[config.mk]
export PLATFORM = sky130hd
export DESIGN_NAME = pbfc_bridge_config
export DESIGN_NICKNAME = d
export VERILOG_FILES = /design/src/pbfc_pkg.sv /design/src/pbfc_bridge_config.sv
export SDC_FILE = /design/constraint.sdc
export NUM_CORES = 1
export LEC_CHECK = 0
export ABC_AREA = 1
export BUFFER_PORTS_ARGS = -buffer_cell sky130_fd_sc_hd__clkbuf_2
export CAP_MARGIN = 20
export CORE_MARGIN = 2
export CORE_UTILIZATION = 42
export CTS_CLUSTER_SIZE = 14
export DETAILED_ROUTE_END_ITERATION = 7
export PLACE_DENSITY = 0.85
export SETUP_SLACK_MARGIN = 0.2
export SLEW_MARGIN = 20
export SYNTH_ARGS = -nofsm -noshare
export SYNTH_HDL_FRONTEND = slang
export SYNTH_SLANG_ARGS = --single-unit
[constraint.sdc]
create_clock -name i_sys_clk -period 1.1 [get_ports i_sys_clk]
set_input_delay 0.11 -clock i_sys_clk [delete_from_list [all_inputs] [get_ports i_sys_clk]]
set_output_delay 0.11 -clock i_sys_clk [all_outputs]
set_load 0.01 [all_outputs]
[src/pbfc_pkg.sv]
// Shared constants and types for the bridge function configuration header.
package pbfc_pkg;

    // ------------------------------------------------------------------
    // Register offsets in configuration space (byte addresses)
    // ------------------------------------------------------------------
    localparam logic [11:0] PBFC_FN0_GRANT_OFS = 12'h03C; // First function grant/latency word.
    localparam logic [11:0] PBFC_IDENT_OFS = 12'h100; // bridge_identity.
    localparam logic [11:0] PBFC_CMDSTS_OFS = 12'h104; // bridge_command_status.
    localparam logic [11:0] PBFC_REVCLS_OFS = 12'h108; // bridge_revision_class.

    // ------------------------------------------------------------------
    // Field positions
    // ------------------------------------------------------------------
    localparam int PBFC_CMD_MEM_BIT = 1; // memory_space_control.
    localparam int PBFC_CMD_PARITY_BIT = 6; // parity_response_control.
    localparam int PBFC_CMD_SERR_BIT = 8; // system_error_enable.
    localparam int PBFC_STS_FBB_BIT = 23; // fast_b2b_target_capable.
    localparam int PBFC_STS_DEVSEL_LSB = 25; // devsel_timing_lo.
    localparam int PBFC_STS_TARGET_ABORT_SIGNALLED_BIT = 27; // target_abort_signalled.
    localparam int PBFC_STS_SERR_BIT = 30; // system_error_signalled.
    localparam int PBFC_STS_PERR_BIT = 31; // parity_error_detected.

    // ------------------------------------------------------------------
    // Fixed values and reset values
    // ------------------------------------------------------------------
    localparam logic [7:0] PBFC_MIN_GRANT = 8'h05; // Burst need in 0.25 us units at 33 MHz.
    localparam logic [7:0] PBFC_MAX_LATENCY = 8'h0F; // Access interval in 0.25 us units.
    localparam logic [7:0] PBFC_CLASS_IFACE = 8'h00; // Class code interface byte.
    localparam logic [7:0] PBFC_CLASS_SUB = 8'h80; // Other bridge sub-class.
    localparam logic [7:0] PBFC_CLASS_BASE = 8'h06; // Bridge base class.
    localparam logic [1:0] PBFC_DEVSEL_MEDIUM = 2'h1; // Medium device-select timing code.
    localparam logic PBFC_FBB_TARGET = 1'h1; // Fast back-to-back target capable.
    localparam logic PBFC_CMD_RESET = 1'h0; // Reset value of every writable command bit.
    localparam logic PBFC_STS_RESET = 1'h0; // Reset value of every status flag.

    // ------------------------------------------------------------------
    // Timing: medium decode claims in the second clock after the address
    // ------------------------------------------------------------------
    localparam int PBFC_DEVSEL_CYCLES = 2; // Cycles from address phase to device select.

    // ------------------------------------------------------------------
    // Types
    // ------------------------------------------------------------------
    // One configuration access as presented by the bus front end.
    typedef struct packed {
        logic we; // High for a write, low for a read.
        logic [11:0] addr; // Configuration byte address.
        logic [3:0] be; // Byte lane enables for writes.
        logic [31:0] wdata; // Write data.
    } pbfc_cfg_req_t;

    // Outcome of a host access aimed at the local-bus memory window.
    typedef enum logic [1:0] {
        PBFC_IDLE,
        PBFC_ACCEPT,
        PBFC_ABORT
    } pbfc_claim_t;

endpackage

[src/pbfc_bridge_config.sv]
// Configuration header logic of the local-bus bridge function.
`timescale 1ns/10ps
`default_nettype none

// Overview of operation
// - First function minimum grant reads fixed 05h.
// - First function maximum latency reads fixed 0Fh.
// - Identity word returns vendor and device codes.
// - All-zero command half ignores non-config accesses.
// - Status bits cleared by writing one only.
// - Unsupported command bits read zero, read-only.
// - Memory space bit gates local-bus window accesses.
// - Parity response bit enables acting on errors.
// - System error enable gates the error pin.
// - Fixed status bits; fast back-to-back target one.
// - Medium device-select timing, reported and met.
// - Target abort sets sticky flag, write-one-clear.
// - System error assertion sets sticky flag always.
// - Parity error detection sets sticky flag always.
// - Revision and class word is read-only.
// - Mode pin selects bridge or configuration mode.
module pbfc_bridge_config #(
    parameter logic [15:0] VENDOR_CODE = 16'h1A2B, // Arbitrary value.
    parameter logic [15:0] DEVICE_CODE = 16'h5C6D, // Arbitrary value.
    parameter logic [7:0] REVISION_CODE = 8'h00 // Revision byte.
) (
    input wire logic i_sys_clk,
    input wire logic i_rst_n,
    input wire logic i_cfg_req,
    input wire pbfc_pkg::pbfc_cfg_req_t i_cfg,
    input wire logic i_mem_req,
    input wire logic i_arb_mode,
    input wire logic i_local_bus_granted,
    input wire logic i_local_mode_select,
    input wire logic i_parity_err,
    input wire logic i_serr_event,
    output logic o_cfg_ack,
    output logic [31:0] o_cfg_rdata,
    output logic o_mem_claim,
    output logic o_target_abort,
    output logic o_parity_act,
    output logic o_device_select_pin_n,
    output logic o_device_select_pin_oe,
    output logic o_system_error_pin_n,
    output logic o_system_error_pin_oe,
    output logic o_memory_space_control,
    output logic o_local_mode_select
);

    // ------------------------------------------------------------------
    // Elaboration checks
    // ------------------------------------------------------------------
    // An all-ones vendor code means "no device" to enumeration software.
    if (VENDOR_CODE == 16'hFFFF) begin : g_bad_vendor
        $error("VENDOR_CODE of all ones marks an absent function");
    end

    // ------------------------------------------------------------------
    // Declarations
    // ------------------------------------------------------------------
    logic mem_ctl_reg; // memory_space_control.
    logic parity_ctl_reg; // parity_response_control.
    logic serr_en_reg; // system_error_enable.
    logic target_abort_signalled_reg; // target_abort_signalled.
    logic serr_flag_reg; // system_error_signalled.
    logic perr_flag_reg; // parity_error_detected.
    logic lms_meta_reg; // First synchroniser stage of the mode pin.
    logic lms_reg; // Synchronised mode pin, high for configuration mode.
    logic gnt_meta_reg; // First synchroniser stage of the grant pin.
    logic gnt_reg; // Synchronised local-bus grant.
    pbfc_pkg::pbfc_claim_t claim_reg; // Decision taken one cycle after the address.
    pbfc_pkg::pbfc_claim_t claim_next;
    logic [15:0] cmd_half; // Command half as read back.
    logic [15:0] sts_half; // Status half as read back.
    logic [31:0] rdata_next; // Read data for the access in progress.
    logic cfg_wr; // A configuration write is taken this cycle.
    logic cmd_lo_wr; // Write reaches command byte 0.
    logic cmd_hi_wr; // Write reaches command byte 1.
    logic sts_hi_wr; // Write reaches status byte 3.
    logic serr_fire; // The device asserts its system error this cycle.

    // ------------------------------------------------------------------
    // Pin synchronisers
    // ------------------------------------------------------------------
    // Both pins come from the board, so each passes two flip-flops and
    // only the second stage is looked at by any logic.
    always_ff @(posedge i_sys_clk) begin
        if (!i_rst_n) begin
            lms_meta_reg <= 1'h0;
            lms_reg <= 1'h0;
            gnt_meta_reg <= 1'h0;
            gnt_reg <= 1'h0;
        end else begin
            lms_meta_reg <= i_local_mode_select;
            lms_reg <= lms_meta_reg;
            gnt_meta_reg <= i_local_bus_granted;
            gnt_reg <= gnt_meta_reg;
        end
    end

    // ------------------------------------------------------------------
    // Write decode
    // ------------------------------------------------------------------
    // Only the command/status word holds anything writable; every other
    // mapped word ignores writes entirely.
    assign cfg_wr = i_cfg_req && i_cfg.we;
    assign cmd_lo_wr = cfg_wr && (i_cfg.addr[11:2] == pbfc_pkg::PBFC_CMDSTS_OFS[11:2])
        && i_cfg.be[0];
    assign cmd_hi_wr = cfg_wr && (i_cfg.addr[11:2] == pbfc_pkg::PBFC_CMDSTS_OFS[11:2])
        && i_cfg.be[1];
    assign sts_hi_wr = cfg_wr && (i_cfg.addr[11:2] == pbfc_pkg::PBFC_CMDSTS_OFS[11:2])
        && i_cfg.be[3];

    // The system error is raised by the internal event whether or not
    // the pin is enabled; the enable only decides whether the pin moves.
    assign serr_fire = i_serr_event;

    // ------------------------------------------------------------------
    // Command bits
    // ------------------------------------------------------------------
    // Bits 0, 2-5, 7, 9 and 10-15 have no storage and so cannot be set.
    always_ff @(posedge i_sys_clk) begin
        if (!i_rst_n) begin
            mem_ctl_reg <= pbfc_pkg::PBFC_CMD_RESET;
            parity_ctl_reg <= pbfc_pkg::PBFC_CMD_RESET;
            serr_en_reg <= pbfc_pkg::PBFC_CMD_RESET;
        end else begin
            if (cmd_lo_wr) begin
                mem_ctl_reg <= i_cfg.wdata[pbfc_pkg::PBFC_CMD_MEM_BIT];
                parity_ctl_reg <= i_cfg.wdata[pbfc_pkg::PBFC_CMD_PARITY_BIT];
            end
            if (cmd_hi_wr) begin
                serr_en_reg <= i_cfg.wdata[pbfc_pkg::PBFC_CMD_SERR_BIT];
            end
        end
    end

    // ------------------------------------------------------------------
    // Sticky status flags
    // ------------------------------------------------------------------
    // Each flag is set by hardware and cleared by a written one. A set in
    // the same cycle as a clear wins, so no event is lost.
    always_ff @(posedge i_sys_clk) begin
        if (!i_rst_n) begin
            target_abort_signalled_reg <= pbfc_pkg::PBFC_STS_RESET;
            serr_flag_reg <= pbfc_pkg::PBFC_STS_RESET;
            perr_flag_reg <= pbfc_pkg::PBFC_STS_RESET;
        end else begin
            if (claim_reg == pbfc_pkg::PBFC_ABORT) begin
                target_abort_signalled_reg <= 1'h1;
            end else if (sts_hi_wr && i_cfg.wdata[pbfc_pkg::PBFC_STS_TARGET_ABORT_SIGNALLED_BIT]) begin
                target_abort_signalled_reg <= 1'h0;
            end
            if (serr_fire) begin
                serr_flag_reg <= 1'h1;
            end else if (sts_hi_wr && i_cfg.wdata[pbfc_pkg::PBFC_STS_SERR_BIT]) begin
                serr_flag_reg <= 1'h0;
            end
            if (i_parity_err) begin
                perr_flag_reg <= 1'h1;
            end else if (sts_hi_wr && i_cfg.wdata[pbfc_pkg::PBFC_STS_PERR_BIT]) begin
                perr_flag_reg <= 1'h0;
            end
        end
    end

    // ------------------------------------------------------------------
    // Read-back words
    // ------------------------------------------------------------------
    // Fixed fields are built from constants, never from storage.
    always_comb begin
        cmd_half = 16'h0000;
        cmd_half[pbfc_pkg::PBFC_CMD_MEM_BIT] = mem_ctl_reg;
        cmd_half[pbfc_pkg::PBFC_CMD_PARITY_BIT] = parity_ctl_reg;
        cmd_half[pbfc_pkg::PBFC_CMD_SERR_BIT] = serr_en_reg;
        sts_half = 16'h0000;
        sts_half[pbfc_pkg::PBFC_STS_FBB_BIT - 16] = pbfc_pkg::PBFC_FBB_TARGET;
        sts_half[pbfc_pkg::PBFC_STS_DEVSEL_LSB - 16 +: 2] = pbfc_pkg::PBFC_DEVSEL_MEDIUM;
        sts_half[pbfc_pkg::PBFC_STS_TARGET_ABORT_SIGNALLED_BIT - 16] = target_abort_signalled_reg;
        sts_half[pbfc_pkg::PBFC_STS_SERR_BIT - 16] = serr_flag_reg;
        sts_half[pbfc_pkg::PBFC_STS_PERR_BIT - 16] = perr_flag_reg;
    end

    // Read multiplexer; unmapped words read as zero. The low half of the
    // first function's grant word belongs to other logic and reads zero.
    always_comb begin
        if (i_cfg.addr[11:2] == pbfc_pkg::PBFC_FN0_GRANT_OFS[11:2]) begin
            rdata_next = {pbfc_pkg::PBFC_MAX_LATENCY, pbfc_pkg::PBFC_MIN_GRANT, 16'h0000};
        end else if (i_cfg.addr[11:2] == pbfc_pkg::PBFC_IDENT_OFS[11:2]) begin
            rdata_next = {DEVICE_CODE, VENDOR_CODE};
        end else if (i_cfg.addr[11:2] == pbfc_pkg::PBFC_CMDSTS_OFS[11:2]) begin
            rdata_next = {sts_half, cmd_half};
        end else if (i_cfg.addr[11:2] == pbfc_pkg::PBFC_REVCLS_OFS[11:2]) begin
            rdata_next = {pbfc_pkg::PBFC_CLASS_BASE, pbfc_pkg::PBFC_CLASS_SUB,
                pbfc_pkg::PBFC_CLASS_IFACE, REVISION_CODE};
        end else begin
            rdata_next = 32'h0000_0000;
        end
    end

    // Every configuration access is answered one cycle after it is taken;
    // configuration accesses are never gated by the command bits.
    always_ff @(posedge i_sys_clk) begin
        if (!i_rst_n) begin
            o_cfg_ack <= 1'h0;
            o_cfg_rdata <= 32'h0000_0000;
        end else begin
            o_cfg_ack <= i_cfg_req;
            if (i_cfg_req && !i_cfg.we) begin
                o_cfg_rdata <= rdata_next;
            end
        end
    end

    // ------------------------------------------------------------------
    // Local-bus window decode
    // ------------------------------------------------------------------
    // An access is ignored while the command half is all zero, while the
    // memory bit is off, or in configuration mode, where the host has no
    // way onto the local bus. With arbitration on and no grant held the
    // access ends in target abort.
    always_comb begin
        if ((cmd_half == 16'h0000) || !mem_ctl_reg) begin
            claim_next = pbfc_pkg::PBFC_IDLE;
        end else if (!i_mem_req || lms_reg) begin
            claim_next = pbfc_pkg::PBFC_IDLE;
        end else if (i_arb_mode && !gnt_reg) begin
            claim_next = pbfc_pkg::PBFC_ABORT;
        end else begin
            claim_next = pbfc_pkg::PBFC_ACCEPT;
        end
    end

    // The decision is held one cycle so the select pin drops in the second
    // clock after the address phase: medium decode, never fast.
    always_ff @(posedge i_sys_clk) begin
        if (!i_rst_n) begin
            claim_reg <= pbfc_pkg::PBFC_IDLE;
            o_mem_claim <= 1'h0;
            o_target_abort <= 1'h0;
            o_device_select_pin_n <= 1'h1;
            o_device_select_pin_oe <= 1'h0;
        end else begin
            claim_reg <= claim_next;
            o_mem_claim <= (claim_reg == pbfc_pkg::PBFC_ACCEPT);
            o_target_abort <= (claim_reg == pbfc_pkg::PBFC_ABORT);
            o_device_select_pin_n <= (claim_reg == pbfc_pkg::PBFC_IDLE);
            o_device_select_pin_oe <= (claim_reg != pbfc_pkg::PBFC_IDLE);
        end
    end

    // ------------------------------------------------------------------
    // Error outputs and level outputs
    // ------------------------------------------------------------------
    // The open-drain error pin is only ever pulled low, and only while
    // enabled; the flag above records the event regardless.
    always_ff @(posedge i_sys_clk) begin
        if (!i_rst_n) begin
            o_system_error_pin_n <= 1'h1;
            o_system_error_pin_oe <= 1'h0;
            o_parity_act <= 1'h0;
            o_memory_space_control <= 1'h0;
            o_local_mode_select <= 1'h0;
        end else begin
            o_system_error_pin_n <= !(serr_fire && serr_en_reg);
            o_system_error_pin_oe <= serr_fire && serr_en_reg;
            o_parity_act <= i_parity_err && parity_ctl_reg;
            o_memory_space_control <= mem_ctl_reg;
            o_local_mode_select <= lms_reg;
        end
    end

    // ------------------------------------------------------------------
    // Assertions
    // ------------------------------------------------------------------
    min_grant_a: assert property (
        @(posedge i_sys_clk) disable iff (!i_rst_n)
        (i_cfg_req && !i_cfg.we && i_cfg.addr[11:2] == pbfc_pkg::PBFC_FN0_GRANT_OFS[11:2])
        |=> (o_cfg_ack && o_cfg_rdata[23:16] == 8'h05))
        else $error("minimum grant byte wrong");

    max_latency_a: assert property (
        @(posedge i_sys_clk) disable iff (!i_rst_n)
        (i_cfg_req && !i_cfg.we && i_cfg.addr[11:2] == pbfc_pkg::PBFC_FN0_GRANT_OFS[11:2])
        |=> (o_cfg_rdata[31:24] == 8'h0F))
        else $error("maximum latency byte wrong");

    identity_read_a: assert property (
        @(posedge i_sys_clk) disable iff (!i_rst_n)
        (i_cfg_req && !i_cfg.we && i_cfg.addr[11:2] == pbfc_pkg::PBFC_IDENT_OFS[11:2])
        |=> (o_cfg_rdata == {DEVICE_CODE, VENDOR_CODE}))
        else $error("identity word wrong");

    cmd_zero_ignore_a: assert property (
        @(posedge i_sys_clk) disable iff (!i_rst_n)
        (i_mem_req && cmd_half == 16'h0000) |-> ##2 !o_device_select_pin_oe)
        else $error("access claimed with command half zero");

    status_clear_a: assert property (
        @(posedge i_sys_clk) disable iff (!i_rst_n)
        (sts_hi_wr && i_cfg.wdata[31] && !i_parity_err) |=> !perr_flag_reg ##1
        (!perr_flag_reg || $past(i_parity_err)))
        else $error("status clear failed");

    status_no_set_a: assert property (
        @(posedge i_sys_clk) disable iff (!i_rst_n)
        (!perr_flag_reg && !i_parity_err) |=> !perr_flag_reg)
        else $error("status bit set without event");

    cmd_fixed_zero_a: assert property (
        @(posedge i_sys_clk) disable iff (!i_rst_n)
        (i_cfg_req && !i_cfg.we && i_cfg.addr[11:2] == pbfc_pkg::PBFC_CMDSTS_OFS[11:2])
        |=> ((o_cfg_rdata & 32'h0000_FEBD) == 32'h0000_0000))
        else $error("read-only command bits not zero");

    mem_gate_a: assert property (
        @(posedge i_sys_clk) disable iff (!i_rst_n)
        (i_mem_req && mem_ctl_reg && !lms_reg && !i_arb_mode) |-> ##2 o_mem_claim)
        else $error("enabled memory access not accepted");

    parity_resp_a: assert property (
        @(posedge i_sys_clk) disable iff (!i_rst_n)
        i_parity_err |=> (o_parity_act == $past(parity_ctl_reg)))
        else $error("parity response wrong");

    serr_pin_a: assert property (
        @(posedge i_sys_clk) disable iff (!i_rst_n)
        o_system_error_pin_oe |-> ($past(serr_en_reg) && !o_system_error_pin_n))
        else $error("error pin driven while disabled");

    fixed_status_a: assert property (
        @(posedge i_sys_clk) disable iff (!i_rst_n)
        (i_cfg_req && !i_cfg.we && i_cfg.addr[11:2] == pbfc_pkg::PBFC_CMDSTS_OFS[11:2])
        |=> ((o_cfg_rdata & 32'h37FF_0000) == 32'h0280_0000))
        else $error("fixed status bits wrong");

    devsel_medium_a: assert property (
        @(posedge i_sys_clk) disable iff (!i_rst_n)
        (claim_next != pbfc_pkg::PBFC_IDLE && claim_reg == pbfc_pkg::PBFC_IDLE)
        |=> !o_device_select_pin_oe ##1
        (o_device_select_pin_oe && !o_device_select_pin_n))
        else $error("device select not at medium timing");

    target_abort_signalled_set_a: assert property (
        @(posedge i_sys_clk) disable iff (!i_rst_n)
        (claim_next == pbfc_pkg::PBFC_ABORT) |-> ##2 (target_abort_signalled_reg && o_target_abort))
        else $error("target abort not flagged");

    serr_flag_a: assert property (
        @(posedge i_sys_clk) disable iff (!i_rst_n)
        i_serr_event |=> serr_flag_reg)
        else $error("system error flag not set");

    perr_flag_a: assert property (
        @(posedge i_sys_clk) disable iff (!i_rst_n)
        i_parity_err |=> perr_flag_reg)
        else $error("parity error flag not set");

    class_read_a: assert property (
        @(posedge i_sys_clk) disable iff (!i_rst_n)
        (i_cfg_req && !i_cfg.we && i_cfg.addr[11:2] == pbfc_pkg::PBFC_REVCLS_OFS[11:2])
        |=> (o_cfg_rdata[31:8] == 24'h0680_00))
        else $error("class code wrong");

    slave_ignore_a: assert property (
        @(posedge i_sys_clk) disable iff (!i_rst_n)
        (i_mem_req && lms_reg) |-> ##2 !o_device_select_pin_oe)
        else $error("access claimed in configuration mode");

    reset_clear_a: assert property (
        @(posedge i_sys_clk)
        !i_rst_n |=> (!target_abort_signalled_reg && !serr_flag_reg && !perr_flag_reg && !mem_ctl_reg))
        else $error("reset left a flag set");

endmodule

`default_nettype wire

## After elaboration in Yosys (flattened, before gate mapping)

Index checks and enable logic that the tools add are counted.

- Equality and inequality tests: 6
- Mux-type cells: 11
- Bitwise logic cells: 1
- Reductions and logical operators: 26

Operators with widths:

| kind | number |
|---|---|
| two-way mux 32 bit | 3 |
| equality test 10 x 7 -> 1 bit (second input constant) | 3 |
| two-way mux 27 bit | 1 |
| zero test 16 bit | 1 |
| logical AND 1 bit | 12 |
| equality test 10 x 4 -> 1 bit (second input constant) | 1 |
| nonzero test 2 bit | 4 |
| two-way mux 1 bit | 6 |
| zero test 1 bit | 5 |
| OR reduction 3 bit | 1 |
| equality test 2 x 1 -> 1 bit (second input constant) | 1 |
| equality test 2 bit (second input constant) | 1 |
| zero test 2 bit | 1 |
| logical OR 1 bit | 2 |
| two-way mux 2 bit | 1 |
| inverter 1 bit | 1 |

- Flip-flop bits (word level): 54
- Output and inout port bits: 42

## Depth between registers and ports, before layout

- Depth after elaboration: 6
- Depth in mapped cells: 9
- Gate-level depth less buffers: 9

## Least setup slack after synthesis

No wires, ideal clock.

- Path type: input -> register
- From: input i_cfg[45] (netlist name)
- To: register o_cfg_rdata[28]
- Setup time: 0.072 ns
- Arrival: 0.848 ns
- Data required time: 1.028 ns
- Path slack: 0.181 ns
- Stages on the path: 6
- Cell sequence: inv_1 nand2_1 nor2_8 nand3b_2 or2_0 a21oi_1

- Cells in the longest elaborated chain, start to end: 3
- Elaborated cells on any way between the ends: 4
- Classes of those cells: 2 x eq/ne; 2 x mux

RTL lines:

| what | RTL line | source |
|---|---|---|
| start, declared | pbfc_bridge_config.sv:30 | `input wire pbfc_pkg::pbfc_cfg_req_t i_cfg,` |
| equality test 10 x 7 -> 1 bit | pbfc_bridge_config.sv:189 | `end else if (i_cfg.addr[11:2] == pbfc_pkg::PBFC_IDENT_OFS[11:2]) begin` |
| two-way mux 32 bit | pbfc_bridge_config.sv:189 |  |
| two-way mux 32 bit (*) | pbfc_bridge_config.sv:187 | `if (i_cfg.addr[11:2] == pbfc_pkg::PBFC_FN0_GRANT_OFS[11:2]) begin` |
| end signal, assigned | pbfc_bridge_config.sv:210 | `o_cfg_rdata <= rdata_next;` |
| end, declared | pbfc_bridge_config.sv:38 | `output logic [31:0] o_cfg_rdata,` |

Mark *: on every way between the ends. The rest lies on a longest branch, timed or not.
A chain may end at the register's enable or synchronous reset.

==> results.sh <==
export IMPL_grt_pass1_vias=1279
export IMPL_largest_reg_flops=12
export IMPL_sequentialPowerShare_pct=59.5
export IMPL_ys_seq_area_share_pct=44.2
export IMPL_synth_largest_area_cell="dfxtp_1"
export IMPL_clock_latency_ns=0.33
export IMPL_pin_count=100
export IMPL_wire_per_inst_um=9.60
export IMPL_p_int_mw=1.60
export IMPL_vias=1403
export IMPL_place_area_um2=1840
export IMPL_yosysMostFrequentCell="nand2_1"
export IMPL_power_mw=2.12
export IMPL_crit_chain="clkbuf_2"
export IMPL_cts_tree="built"
export IMPL_cts_buffers=5
export IMPL_switchingPower_mw=0.516
export IMPL_ant_nets=0
export IMPL_layout_min_cycle_time_ns=0.977
export IMPL_netlist_instances=206
export IMPL_drive_above_1_share_pct=40.1
export IMPL_clockRootBuffer="clkbuf_4"
export IMPL_fin_nets=337
export IMPL_synth_area_leaders="dfxtp_1, nand2_1, buf_4"
export IMPL_synth_top_cell_area_share_pct=44.2
export IMPL_fp_dieW_um=64.6
export IMPL_rsz0062_at_grt="yes"
export IMPL_synth_avg_cell_area_um2=7.48
export IMPL_post_synth_num_cell_types=27
export IMPL_ys_seq_elements=34
export IMPL_first_pass_iters=5
export IMPL_ir_worst_vdd_mv=0.753
export IMPL_areaGrowthSynthToFinish_pct=36.6
export IMPL_slowest_stage="dfxtp_4"
export IMPL_ys_flop_type="dfxtp_1"
export IMPL_holdCritPathClass="in -> reg"
export IMPL_final_area_um2=2100
export IMPL_async_flop_share_pct=0
export IMPL_track_usage_pct=16.3
export IMPL_ys_warn_count=0
export IMPL_path_clk_slew_ns=0.09
export IMPL_io_buffers=60
export IMPL_run_status="completed"
export IMPL_gp_congestion=0.813
export IMPL_fillers=301
export IMPL_die_area_um2=4170
export IMPL_drc=0
export IMPL_powerDensity_nw_per_um2=1010
export IMPL_ys_top_cells_by_count="nand2_1, dfxtp_1, inv_1"
export IMPL_max_freq_mhz=1020
export IMPL_h_tree_depth=2
export IMPL_report_final_slew_viol_count=0
export IMPL_drtIter0Drc=48
export IMPL_pwr_share_comb_pct=11.7
export IMPL_final_hold_viol_count=0
export IMPL_grt_overflow=0
export IMPL_antenna_found_initial=0
export IMPL_fp_coreArea_um2=3420
export IMPL_critical_path_top_delay_family="flip-flops"
export IMPL_cp_end_kind="output pin"
export IMPL_final_period_utilization_pct=88.8
export IMPL_critPathMaxStageDelay_ns=0.40
export IMPL_p_sw_share_pct=24.3
export IMPL_cts_buffer_depth=2
export IMPL_detailed_place_hpwl_um=2380
export IMPL_worst_endpoint_required_ns=0.99
export IMPL_clockPowerShare_pct=28.8
export IMPL_fp_row_count=21
export IMPL_syn_cell_area_um2=1540
export IMPL_worstPathMaxFanout=11
export IMPL_worst_path_buf_inv=1
export IMPL_routed_wirelength_um=3120
export IMPL_viasPerCell=4.32
export IMPL_worstPathArrival_ns=0.87
export IMPL_diodes=0
export IMPL_setup_viol=0
export IMPL_cap_violations=0
export IMPL_fin_skew_ns=0.00312
export IMPL_grt_max_degree=14
export IMPL_hold_slack_ns=0.0214
export IMPL_start_kind="register"
export IMPL_grt_first_pass_wirelength_um=5140
export IMPL_initial_utilization_pct=45.1
export IMPL_power_leakage_nw=1.17
export IMPL_critical_path_class="reg -> out"
export IMPL_synth_edff_count=0
export IMPL_clock_sinks=34
export IMPL_fp_dieH_um=64.6
==> routing by layer <==
metal  track usage [%]  vias to the layer above  wire length (um)
li1                  -                      742                 -
met1              16.9                      599              1320
met2              27.9                       52              1470
met3              6.42                       10               218
met4              9.31                        0               111
met5                 0                        -                 0
==> power groups by stage <==
| stage | Combinational (mW) | Clock [mW] | Sequential [mW] |
|---|---|---|---|
| after floorplan | 0.140 | 0 | 1.29 |
| after global placement | 0.220 | 0 | 1.29 |
| after detailed placement | 0.224 | 0 | 1.29 |
| after CTS | 0.239 | 0.641 | 1.26 |
| after global routing | 0.277 | 0.705 | 1.26 |
| final | 0.248 | 0.610 | 1.26 |
==> layout by cell type, fill, tap and decap left out, drive strengths merged <==
cell	instances
a21o	1
a21oi	8
a31oi	1
buf	37
clkbuf	45
clkinv	1
conb	10
dfxtp	34
dlygate4sd3	5
inv	33
nand2	57
nand3	9
nand3b	2
nand4	4
nor2	24
nor3	2
o21ai	5
or2	1
==> metrics by stage <==
| stage | worst slack, ns | TNS [ns] | std cells | utilization, % |
|---|---|---|---|---|
| global route | 0.0535 | 0 | 325 | 61.6 |
| finish | 0.123 | 0 | 325 | 61.6 |
| floorplan | 0.203 | 0 | 215 | - |
| CTS | 0.101 | 0 | 322 | 58.0 |
| detailed placement | -0.0406 | -0.144 | 307 | 54.0 |
| global placement | -0.00762 | -0.00762 | 307 | 54.0 |
==> final cells by class <==
type                            count  area (um^2)  area share, %
Multi-Input combinational cell    124          616           29.3
Timing Repair Buffer               80          557           26.5
Sequential cell                    34          702           33.4
Clock buffer                        7         45.0           2.14
Inverter                           34          128           6.06
Tap cell                           46         57.6           2.73
==> logic make-up after synthesis <==
| group | count (synthesis) | share of synthesized area, % |
|---|---|---|
| and+or+nand+nor | 99 | 31.6 |
| buffers and inverters | 57 | 18.8 |
| other | 1 | 0.243 |
| DFF | 34 | 44.2 |
| AOI/OAI and AO/OA | 15 | 5.12 |
==> final timing paths <==
check	slack [ns]	endpoint	depth (start not counted)	startpoint
setup / recovery	0.12	o_cfg_rdata[11]	1	o_cfg_rdata[28]
hold / removal	0.02	o_cfg_ack	3	i_cfg_req
setup reg to reg	0.31	o_cfg_rdata[1]	4	mem_ctl_reg
hold reg to reg	0.42	gnt_reg	2	gnt_meta_reg
==> worst register-to-register path, delay by kind of cell, from the launching register on <==
kind,cells,cell delay [ns]
simple gates,3,0.23
compound gates,1,0.11
flops,1,0.38
==> what timing repair did <==
| action | 4_1_cts | 5_1_grt |
|---|---|---|
| endpoints found under the setup margin | 28 | 33 |
| hold endpoints to repair | 7 | 0 |
| hold buffers | 5 | 0 |
| gates cloned | 0 | 0 |
| resized for setup | 15 | 39 |
| buffers inserted | 3 | 3 |
(Power assumes the default switching activity.)
